## config.mk

```make
export PLATFORM = sky130hd
export DESIGN_NAME = pdf_top
export DESIGN_NICKNAME = d
export VERILOG_FILES = /design/src/logic/pdf_pkg.sv /design/src/logic/pdf_top.sv
export SDC_FILE = /design/constraint.sdc
export NUM_CORES = 1
export LEC_CHECK = 0
export ABC_CLOCK_PERIOD_IN_PS = 11900
export BUFFER_PORTS_ARGS = -buffer_cell sky130_fd_sc_hd__buf_2
export CAP_MARGIN = 20
export CORE_MARGIN = 8
export CORE_UTILIZATION = 43
export CTS_BUF_LIST = sky130_fd_sc_hd__clkbuf_8
export DETAILED_ROUTE_END_ITERATION = 6
export PLACE_DENSITY = 0.64
export SLEW_MARGIN = 20
export SYNTH_ARGS = -nofsm -noshare
export SYNTH_HDL_FRONTEND = slang
export SYNTH_SLANG_ARGS = --single-unit
```

## constraint.sdc

```tcl
create_clock -name REF_CLK -period 11.9 [get_ports REF_CLK]
set_input_delay 1.19 -clock REF_CLK [delete_from_list [all_inputs] [get_ports REF_CLK]]
set_output_delay 1.19 -clock REF_CLK [all_outputs]
set_load 0.01 [all_outputs]
```

## src/logic/pdf_pkg.sv

```systemverilog
// pdf_pkg: register map, field layout and constants of the pwm dead-time and fault control block
// assumes a 16-bit register port with word indices as addresses
package pdf_pkg;
  localparam int          ADDR_W          = 4;
  localparam int          DATA_W          = 16;
  // register indices (word addresses on the plain port)
  localparam logic [3:0]  A_UPDATE_CTRL   = 4'h0;
  localparam logic [3:0]  A_DEAD_TIMING   = 4'h1;
  localparam logic [3:0]  A_DEAD_EDGE     = 4'h2;
  localparam logic [3:0]  A_FAULT_A_CTRL  = 4'h3;
  localparam logic [3:0]  A_UNLOCK_KEY    = 4'h4;
  localparam logic [3:0]  A_PAIR_MODE     = 4'h5;
  localparam logic [3:0]  A_DUTY1         = 4'h6;
  localparam logic [3:0]  A_DUTY2         = 4'h7;
  localparam logic [3:0]  A_DUTY3         = 4'h8;
  localparam logic [3:0]  A_PERIOD        = 4'h9;
  localparam logic [3:0]  A_STATUS        = 4'hA;
  // implemented-bit masks
  localparam logic [15:0] M_UPDATE_CTRL   = 16'h0F07;
  localparam logic [15:0] M_DEAD_EDGE     = 16'h003F;
  localparam logic [15:0] M_FAULT_A_CTRL  = 16'h3F87;
  localparam logic [15:0] M_PAIR_MODE     = 16'h0777;
  localparam logic [15:0] M_PERIOD        = 16'h7FFF;
  // reset values
  localparam logic [15:0] R_FAULT_A_CTRL  = 16'h0007;
  localparam logic [15:0] R_ZERO          = 16'h0000;
  // field positions
  localparam int          F_POST_LO       = 8;
  localparam int          F_IUE           = 2;
  localparam int          F_OVERRIDE_SYNC         = 1;
  localparam int          F_BUFFER_UPDATE_DISABLE          = 0;
  localparam int          F_B_PS_LO       = 14;
  localparam int          F_B_DT_LO       = 8;
  localparam int          F_A_PS_LO       = 6;
  localparam int          F_A_DT_LO       = 0;
  localparam int          F_FOV_LO        = 8;
  localparam int          F_FMODE         = 7;
  localparam int          F_OVD_LO        = 8;
  localparam int          F_PENH_LO       = 4;
  localparam int          F_PENL_LO       = 0;
  // unlock key words, arbitrary values
  localparam logic [15:0] KEY_FIRST       = 16'hABCD;
  localparam logic [15:0] KEY_SECOND      = 16'h4321;
  localparam int          NPAIR           = 3;
endpackage : pdf_pkg

```

## src/logic/pdf_top.sv

```systemverilog
// pdf_top: pwm time base, duty compare, dead time, override and fault A control for three pairs
// assumes a 10 MHz REF_CLK equal to the instruction clock, synchronous inputs, a plain register port
//
// Operation
// - trigger output postscaled 1:1 to 1:16
// - duty update immediate or at period
// - override applied at period or next cycle
// - update disable freezes duty and period
// - unit B clock period 1,2,4,8 cycles
// - unit A clock period 1,2,4,8 cycles
// - unit B duration six-bit in prescaled ticks
// - unit A duration six-bit in prescaled ticks
// - per generator active edge selects unit
// - per generator inactive edge selects unit
// - fault drives outputs to override values
// - cycle-by-cycle mode forces during fault cycles
// - latched mode holds until fault cleared
// - per pair fault enable bits
// - fault enables all set after reset
// - fault taken only from dedicated pin
// - unimplemented bits ignore writes, read zero
// - write lock guards fault and pair registers
//
// Implementation choices: the register addresses and strobed register access.
`timescale 1ns/10ps
`default_nettype none
module pdf_top
  import pdf_pkg::*;
(
  input  wire logic              REF_CLK,
  input  wire logic              ARST_N,
  input  wire logic [ADDR_W-1:0] ADDR,
  input  wire logic [DATA_W-1:0] WDATA,
  input  wire logic              WR_EN,
  input  wire logic              RD_EN,
  output logic      [DATA_W-1:0] RDATA,
  input  wire logic              WRITE_LOCK_OPTION,
  input  wire logic              FAULT_A_PIN_N,
  input  wire logic              SPECIAL_EVENT_IN,
  output logic      [NPAIR-1:0]  PWM_H,
  output logic      [NPAIR-1:0]  PWM_L,
  output logic                   SPECIAL_EVENT_OUT
);

  typedef enum logic [2:0] {
    KS_IDLE  = 3'b001,
    KS_HALF  = 3'b010,
    KS_OPEN  = 3'b100
  } pdf_key_t;

  logic [15:0] upd_q, dtt_q, dte_q, flt_q, pmode_q, per_q, per_buf_q;
  logic [15:0] duty_buf_q [NPAIR];
  logic [15:0] duty_q     [NPAIR];
  logic [14:0] tmr_q;
  logic [3:0]  post_cnt_q;
  logic        fault_latch_q;
  logic [5:0]  ovd_q;
  logic [5:0]  ovd_d;
  pdf_key_t    key_q;
  logic        period_end;
  logic        wr_prot_ok;
  logic        fault_now;

  ////////////////////////////////////////////////////////////////////////////
  // write lock key sequence
  // lock unlock gate
  assign wr_prot_ok = !WRITE_LOCK_OPTION || (key_q == KS_OPEN);

  always_ff @(posedge REF_CLK or negedge ARST_N) begin
    if (!ARST_N) begin
      key_q <= KS_IDLE;
    end else if (WR_EN) begin
      case (key_q)
        KS_IDLE: key_q <= (ADDR == A_UNLOCK_KEY && WDATA == KEY_FIRST) ? KS_HALF : KS_IDLE;
        KS_HALF: key_q <= (ADDR == A_UNLOCK_KEY && WDATA == KEY_SECOND) ? KS_OPEN : KS_IDLE;
        KS_OPEN: key_q <= KS_IDLE;
        default: key_q <= KS_IDLE;
      endcase
    end
  end

  ////////////////////////////////////////////////////////////////////////////
  // control registers
  always_ff @(posedge REF_CLK or negedge ARST_N) begin
    if (!ARST_N) begin
      upd_q   <= R_ZERO;
      dtt_q   <= R_ZERO;
      dte_q   <= R_ZERO;
      flt_q   <= R_FAULT_A_CTRL;
      pmode_q <= R_ZERO;
    end else if (WR_EN) begin
      case (ADDR)
        A_UPDATE_CTRL: upd_q <= WDATA & M_UPDATE_CTRL;
        A_DEAD_TIMING: dtt_q <= WDATA;
        A_DEAD_EDGE:   dte_q <= WDATA & M_DEAD_EDGE;
        A_FAULT_A_CTRL: begin
          if (wr_prot_ok) flt_q <= WDATA & M_FAULT_A_CTRL;
        end
        A_PAIR_MODE: begin
          if (wr_prot_ok) pmode_q <= WDATA & M_PAIR_MODE;
        end
        default: ;
      endcase
    end
  end

  // buffers written by software; active copies follow update rules
  always_ff @(posedge REF_CLK or negedge ARST_N) begin
    if (!ARST_N) begin
      per_buf_q <= R_ZERO;
      for (int i = 0; i < NPAIR; i++) duty_buf_q[i] <= R_ZERO;
    end else if (WR_EN) begin
      if (ADDR == A_PERIOD) per_buf_q <= WDATA & M_PERIOD;
      if (ADDR == A_DUTY1)  duty_buf_q[0] <= WDATA;
      if (ADDR == A_DUTY2)  duty_buf_q[1] <= WDATA;
      if (ADDR == A_DUTY3)  duty_buf_q[2] <= WDATA;
    end
  end

  ////////////////////////////////////////////////////////////////////////////
  // time base: free-running up counter, one tick per cycle
  assign period_end = (tmr_q >= per_q[14:0]);

  always_ff @(posedge REF_CLK or negedge ARST_N) begin
    if (!ARST_N) begin
      tmr_q <= 15'h0000;
    end else if (period_end) begin
      tmr_q <= 15'h0000;
    end else begin
      tmr_q <= tmr_q + 15'h0001;
    end
  end

  always_ff @(posedge REF_CLK or negedge ARST_N) begin
    if (!ARST_N) begin
      per_q <= R_ZERO;
      for (int i = 0; i < NPAIR; i++) duty_q[i] <= R_ZERO;
    end else if (!upd_q[F_BUFFER_UPDATE_DISABLE]) begin
      if (period_end) per_q <= per_buf_q;
      for (int i = 0; i < NPAIR; i++) begin
        if (upd_q[F_IUE] || period_end) duty_q[i] <= duty_buf_q[i];
      end
    end
  end

  ////////////////////////////////////////////////////////////////////////////
  // special event postscaler
  always_ff @(posedge REF_CLK or negedge ARST_N) begin
    if (!ARST_N) begin
      post_cnt_q        <= 4'h0;
      SPECIAL_EVENT_OUT <= 1'b0;
    end else begin
      SPECIAL_EVENT_OUT <= 1'b0;
      if (SPECIAL_EVENT_IN) begin
        if (post_cnt_q >= upd_q[F_POST_LO +: 4]) begin
          post_cnt_q        <= 4'h0;
          SPECIAL_EVENT_OUT <= 1'b1;
        end else begin
          post_cnt_q <= post_cnt_q + 4'h1;
        end
      end
    end
  end

  ////////////////////////////////////////////////////////////////////////////
  // pin enables act as the output override word here; outputs stay off until software
  // enables them, so nothing reaches the power stage straight out of reset
  always_comb begin
    ovd_d = 6'h00;
    for (int i = 0; i < NPAIR; i++) begin
      ovd_d[2*i+1] = pmode_q[F_PENH_LO + i];
      ovd_d[2*i]   = pmode_q[F_PENL_LO + i];
    end
  end

  always_ff @(posedge REF_CLK or negedge ARST_N) begin
    if (!ARST_N) begin
      ovd_q <= 6'h00;
    end else if (!upd_q[F_OVERRIDE_SYNC] || period_end) begin
      ovd_q <= ovd_d;
    end
  end

  ////////////////////////////////////////////////////////////////////////////
  // fault A
  // pin is the only source
  assign fault_now = !FAULT_A_PIN_N;

  always_ff @(posedge REF_CLK or negedge ARST_N) begin
    if (!ARST_N) begin
      fault_latch_q <= 1'b0;
    end else if (fault_now) begin
      fault_latch_q <= 1'b1;
    end else if (flt_q[F_FMODE]) begin
      if (period_end) fault_latch_q <= 1'b0;
    end else if (WR_EN && ADDR == A_FAULT_A_CTRL && wr_prot_ok) begin
      fault_latch_q <= 1'b0;
    end
  end

  ////////////////////////////////////////////////////////////////////////////
  // per pair compare, dead time and fault override
  genvar g;
  generate
    for (g = 0; g < NPAIR; g++) begin : g_pair
      logic [8:0] dt_cnt_q;
      logic       raw_q, raw_d;
      logic       h_q, l_q;
      logic       sel_b;
      logic [8:0] dt_len;
      logic       fault_on;

      assign raw_d = ({1'b0, tmr_q} < duty_q[g]);
      assign sel_b = raw_d ? dte_q[2*g+1] : dte_q[2*g];
      assign dt_len = sel_b ? ({3'h0, dtt_q[F_B_DT_LO +: 6]} << dtt_q[F_B_PS_LO +: 2])
                            : ({3'h0, dtt_q[F_A_DT_LO +: 6]} << dtt_q[F_A_PS_LO +: 2]);
      assign fault_on = flt_q[g] && (fault_latch_q || fault_now);

      always_ff @(posedge REF_CLK or negedge ARST_N) begin
        if (!ARST_N) begin
          raw_q    <= 1'b0;
          dt_cnt_q <= 9'h000;
          h_q      <= 1'b0;
          l_q      <= 1'b0;
        end else begin
          raw_q <= raw_d;
          if (raw_d != raw_q) begin
            // both off during dead time; the switching edge is the first dead cycle
            if (dt_len == 9'h000) begin
              dt_cnt_q <= 9'h000;
              h_q      <= raw_d;
              l_q      <= !raw_d;
            end else begin
              dt_cnt_q <= dt_len - 9'h001;
              h_q      <= 1'b0;
              l_q      <= 1'b0;
            end
          end else if (dt_cnt_q != 9'h000) begin
            dt_cnt_q <= dt_cnt_q - 9'h001;
          end else begin
            h_q <= raw_q;
            l_q <= !raw_q || pmode_q[F_OVD_LO + g] ? !raw_q : 1'b0;
          end
        end
      end

      assign PWM_H[g] = fault_on ? flt_q[F_FOV_LO + 2*g + 1] : (h_q & ovd_q[2*g+1]);
      assign PWM_L[g] = fault_on ? flt_q[F_FOV_LO + 2*g]     : (l_q & ovd_q[2*g]);
    end
  endgenerate

  ////////////////////////////////////////////////////////////////////////////
  // read port, data one cycle after the strobe
  always_ff @(posedge REF_CLK or negedge ARST_N) begin
    if (!ARST_N) begin
      RDATA <= R_ZERO;
    end else if (RD_EN) begin
      case (ADDR)
        A_UPDATE_CTRL:  RDATA <= upd_q;
        A_DEAD_TIMING:  RDATA <= dtt_q;
        A_DEAD_EDGE:    RDATA <= dte_q;
        A_FAULT_A_CTRL: RDATA <= flt_q;
        A_PAIR_MODE:    RDATA <= pmode_q;
        A_DUTY1:        RDATA <= duty_buf_q[0];
        A_DUTY2:        RDATA <= duty_buf_q[1];
        A_DUTY3:        RDATA <= duty_buf_q[2];
        A_PERIOD:       RDATA <= per_buf_q;
        A_STATUS:       RDATA <= {fault_latch_q, tmr_q};
        default:        RDATA <= R_ZERO;
      endcase
    end else begin
      RDATA <= R_ZERO;
    end
  end

endmodule : pdf_top
`default_nettype wire

```

==> summary.txt <==
Status
  – Status: finished, violations left
  – Failing checks: DRC

Floorplan
  – Std cell rows: 65
  – Die H: 195 µm
  – Core Region: 0.0316 mm²
  – DIE WIDTH: 195 µm
  – Io pins: 50
  – Die area: 0.0381 mm²
  – Initial Utilization: 0.438

Yosys
  – Top cell type's share of synthesized area: 0.457
  – Top post-synthesis cells by count: 252 x dfrtp_1, 179 x mux2_2, 82 x nand2_1
  – Cells after synthesis: 1,260
  – Mapped Nets: 1,356
  – Ys Warns: 0
  – Area contributors post-synth: dfrtp_1 46%, mux2_2 15%, ha_1 6.3%
  – Number of synthesized register bits: 256
  – Synth Cell Area: 0.0138 mm²
  – Post-synth EDFFs: 0
  – Seq/Total Area, Yosys: 0.464
  – Async set-reset flop share out of synthesis: 1.00
  – Area leader, netlist: dfrtp_1
  – Distinct cells, synth: 72
  – Synth Flop Type: dfrtp_1
  – Synthesized area per cell: 11.0 µm²
  – Top-count cell post-synth: dfrtp_1

Pwr
  – Tot Pwr: 3.44 mW
  – Power Dens Cells: 223 mW/mm²
  – Leakage: 7.11 nW
  – Maximum VDD drop: 0.0976 mV

Detailed routing
  – DR iter-0 viols: 975
  – Final ANT Viol Nets: 0
  – Drt pass-1 iters: 7
  – Final WL: 40,000 µm
  – DRC Markers: 8
  – Via count: 10,220
  – Avg Vias per Cell: 5.87
  – Avg WL per Cell: 23.0 µm

Cells and area
  – N_diodes: 0
  – Nets: 1,408
  – Layout area overhead: 11.7%
  – Non-filler instance count after layout: 1,742
  – Share of cells above drive strength 1: 0.254
  – Design area: 0.0154 mm²

STA
  – # setup viols final: 0
  – Final Max Tran Viols: 0
  – RSZ-0062 raised after global routing: no
  – WHS: 506 ps
  – Slew headroom: 0.246
  – Period Utilization, post-route: 0.376
  – Post-layout min period: 4480 ps
  – Setup Skew: 24.1 ps
  – Worst-margin pin slew: 1130 ps
  – Fin. Hold Viols: 0
  – Setup_tns: 0 ps
  – Max Fclk: 223 MHz

Worst setup path
  – CP endpoint kind: flip-flop
  – CP arrival: 4910 ps
  – CP startpoint kind: flip-flop
  – Crit Path Class: reg -> reg
  – Req. time, crit path: 12,340 ps
  – Reg2Reg Depth: 11
  – Slowest library cell on the worst path: mux2i_4
  – Cell Chain, Critical Path: ha_1, a2111oi_1, nor4b_2, nor3_4, mux2i_4, mux2i_1, ha_1, nand2_1, mux2i_1, nand2b_1, o21ai_0
  – CP max FO: 15
  – CP peak stage delay: 700 ps

GRT
  – GRT overflow: 0
  – First-pass GRT wire length: 62,600 µm
  – Initial antenna violation count: 0
  – Global Route Usage Sum: 0.210
  – Largest net degree at the start of global routing: 105
  – Vias in the first global route: 10,472

Clock tree
  – H-tree levels: 2
  – Clock Tree Root: clkbuf_8
  – Worst-path clk slew: 60 ps
  – Sink Count: 256
  – CTS buffer count: 44
  – CTS tree: built
  – Skew-Pair Late Insertion Delay: 570 ps
  – Postcts setup bufs: 0
  – Post-CTS Resized: 0
  – Clock Path Buffers: 3
  – Post-CTS Hold Buffers: 0

Placed design
  – Placed insts: 1,667
  – RD Place Congestion: 0.925
  – PortBufs: 49
  – Placed Area: 0.0145 mm²
  – Final HPWL from detailed placement: 28,000 µm

Job
  – Maxcap violations: 0

Hold path
  – Hold Path Class: reg -> reg
  – Hold Path Cell Cnt: 1
-- report_power, final --
group | switching (mW) | internal [mW] | leakage (nW) | total, mW
clock | 0.373 | 0.451 | 0.490 | 0.824
combinational | 0.647 | 0.561 | 3.43 | 1.21
sequential | 0.261 | 1.15 | 3.19 | 1.41
-- worst paths after layout --
check | startpoint | end | slack [ps]
min in group asynchronous | ARST_N | tmr_q[12]$_DFF_PN0_ | 640
max reg2reg | tmr_q[1]$_DFF_PN0_ | g_pair[2].dt_cnt_q[0]$_DFFE_PN0P_ | 7420
min reg2reg | duty_q[27]$_DFFE_PN0P_ | duty_q[27]$_DFFE_PN0P_ | 510
min | duty_q[27]$_DFFE_PN0P_ | duty_q[27]$_DFFE_PN0P_ | 510
max in group asynchronous | ARST_N | RDATA[1]$_DFF_PN0_ | 9830
max | tmr_q[1]$_DFF_PN0_ | g_pair[2].dt_cnt_q[0]$_DFFE_PN0P_ | 7420
-- critical path, delay by kind of cell, from the launching register on --
family / cells / cell delay, ps
AOI/OAI and AO/OA: 2 / 620
muxes: 3 / 1670
DFF: 1 / 480
and+or+nand+nor: 4 / 920
adders and majority gates: 2 / 660
-- per-stage QoR --
stage,utilization,setup WS [ps]
2_1_floorplan,-,8130
3_3_place_gp,0.459,7310
3_5_place_dp,0.459,7200
4_1_cts,0.487,7150
5_1_grt,0.489,7050
6_report,0.489,7420
-- cell type report --
type	count	area, µm²
Tap cell	402	503
Sequential cell	256	6410
Inverter	77	289
Fill cell	2920	16100
Multi-Input combinational cell	868	6940
Clock inverter	20	145
Timing Repair Buffer	65	383
Clock buffer	54	743
-- sequential cells by signal (all words and copies together), names as in the netlist --
register and cells:
dtt_q 16, per_q 15, g_pair.l_q 3, SPECIAL_EVENT_OUT 1
duty_q 48, post_cnt_q 4, tmr_q 15, g_pair.raw_q 3
key_q 3, g_pair.h_q 3, fault_latch_q 1, g_pair.dt_cnt_q 27
dte_q 6, RDATA 16, duty_buf_q 48, per_buf_q 15
upd_q 7, flt_q 10, ovd_q 6, pmode_q 9
-- kinds of logic (layout without fill, tap and decap cells) --
logic type | Yosys count | after routing | synth area share
xor+xnor | 43 | 43 | 0.0273
compound gates | 239 | 239 | 0.123
mux | 221 | 221 | 0.179
buf+inv | 136 | 216 | 0.0377
fa+ha+maj | 69 | 69 | 0.0625
simple gates | 296 | 296 | 0.106
flops | 256 | 256 | 0.464
-- per-layer routing --
layer  wire [µm]  vias to the layer above  track usage
met4        1000                        0       0.0691
met1       18600                     5115        0.296
met5           0                        -            0
li1            -                     4708            -
met2       18100                      316        0.325
met3        2320                       81       0.0361
-- placed cells by master, fill, tap and decap left out, drive strengths merged, types with 5 or more instances in the layout --
master / instances
nor2: 64
buf: 65
a22o: 8
a221oi: 8
mux2: 179
a222oi: 9
nand4: 10
clkinv: 5
nand2: 82
nand4b: 5
nand3: 54
a211oi: 8
nor4: 6
clkbuf: 54
and3: 9
or3: 7
inv: 87
o211ai: 6
o31ai: 20
a21o: 15
mux2i: 40
a31oi: 14
a22oi: 37
o21ai: 41
o21a: 5
nand3b: 8
nor3: 15
a21oi: 33
dfrtp: 252
ha: 69
nand2b: 18
xnor2: 20
xor2: 23
No activity file was read; power rests on OpenSTA's default activity.
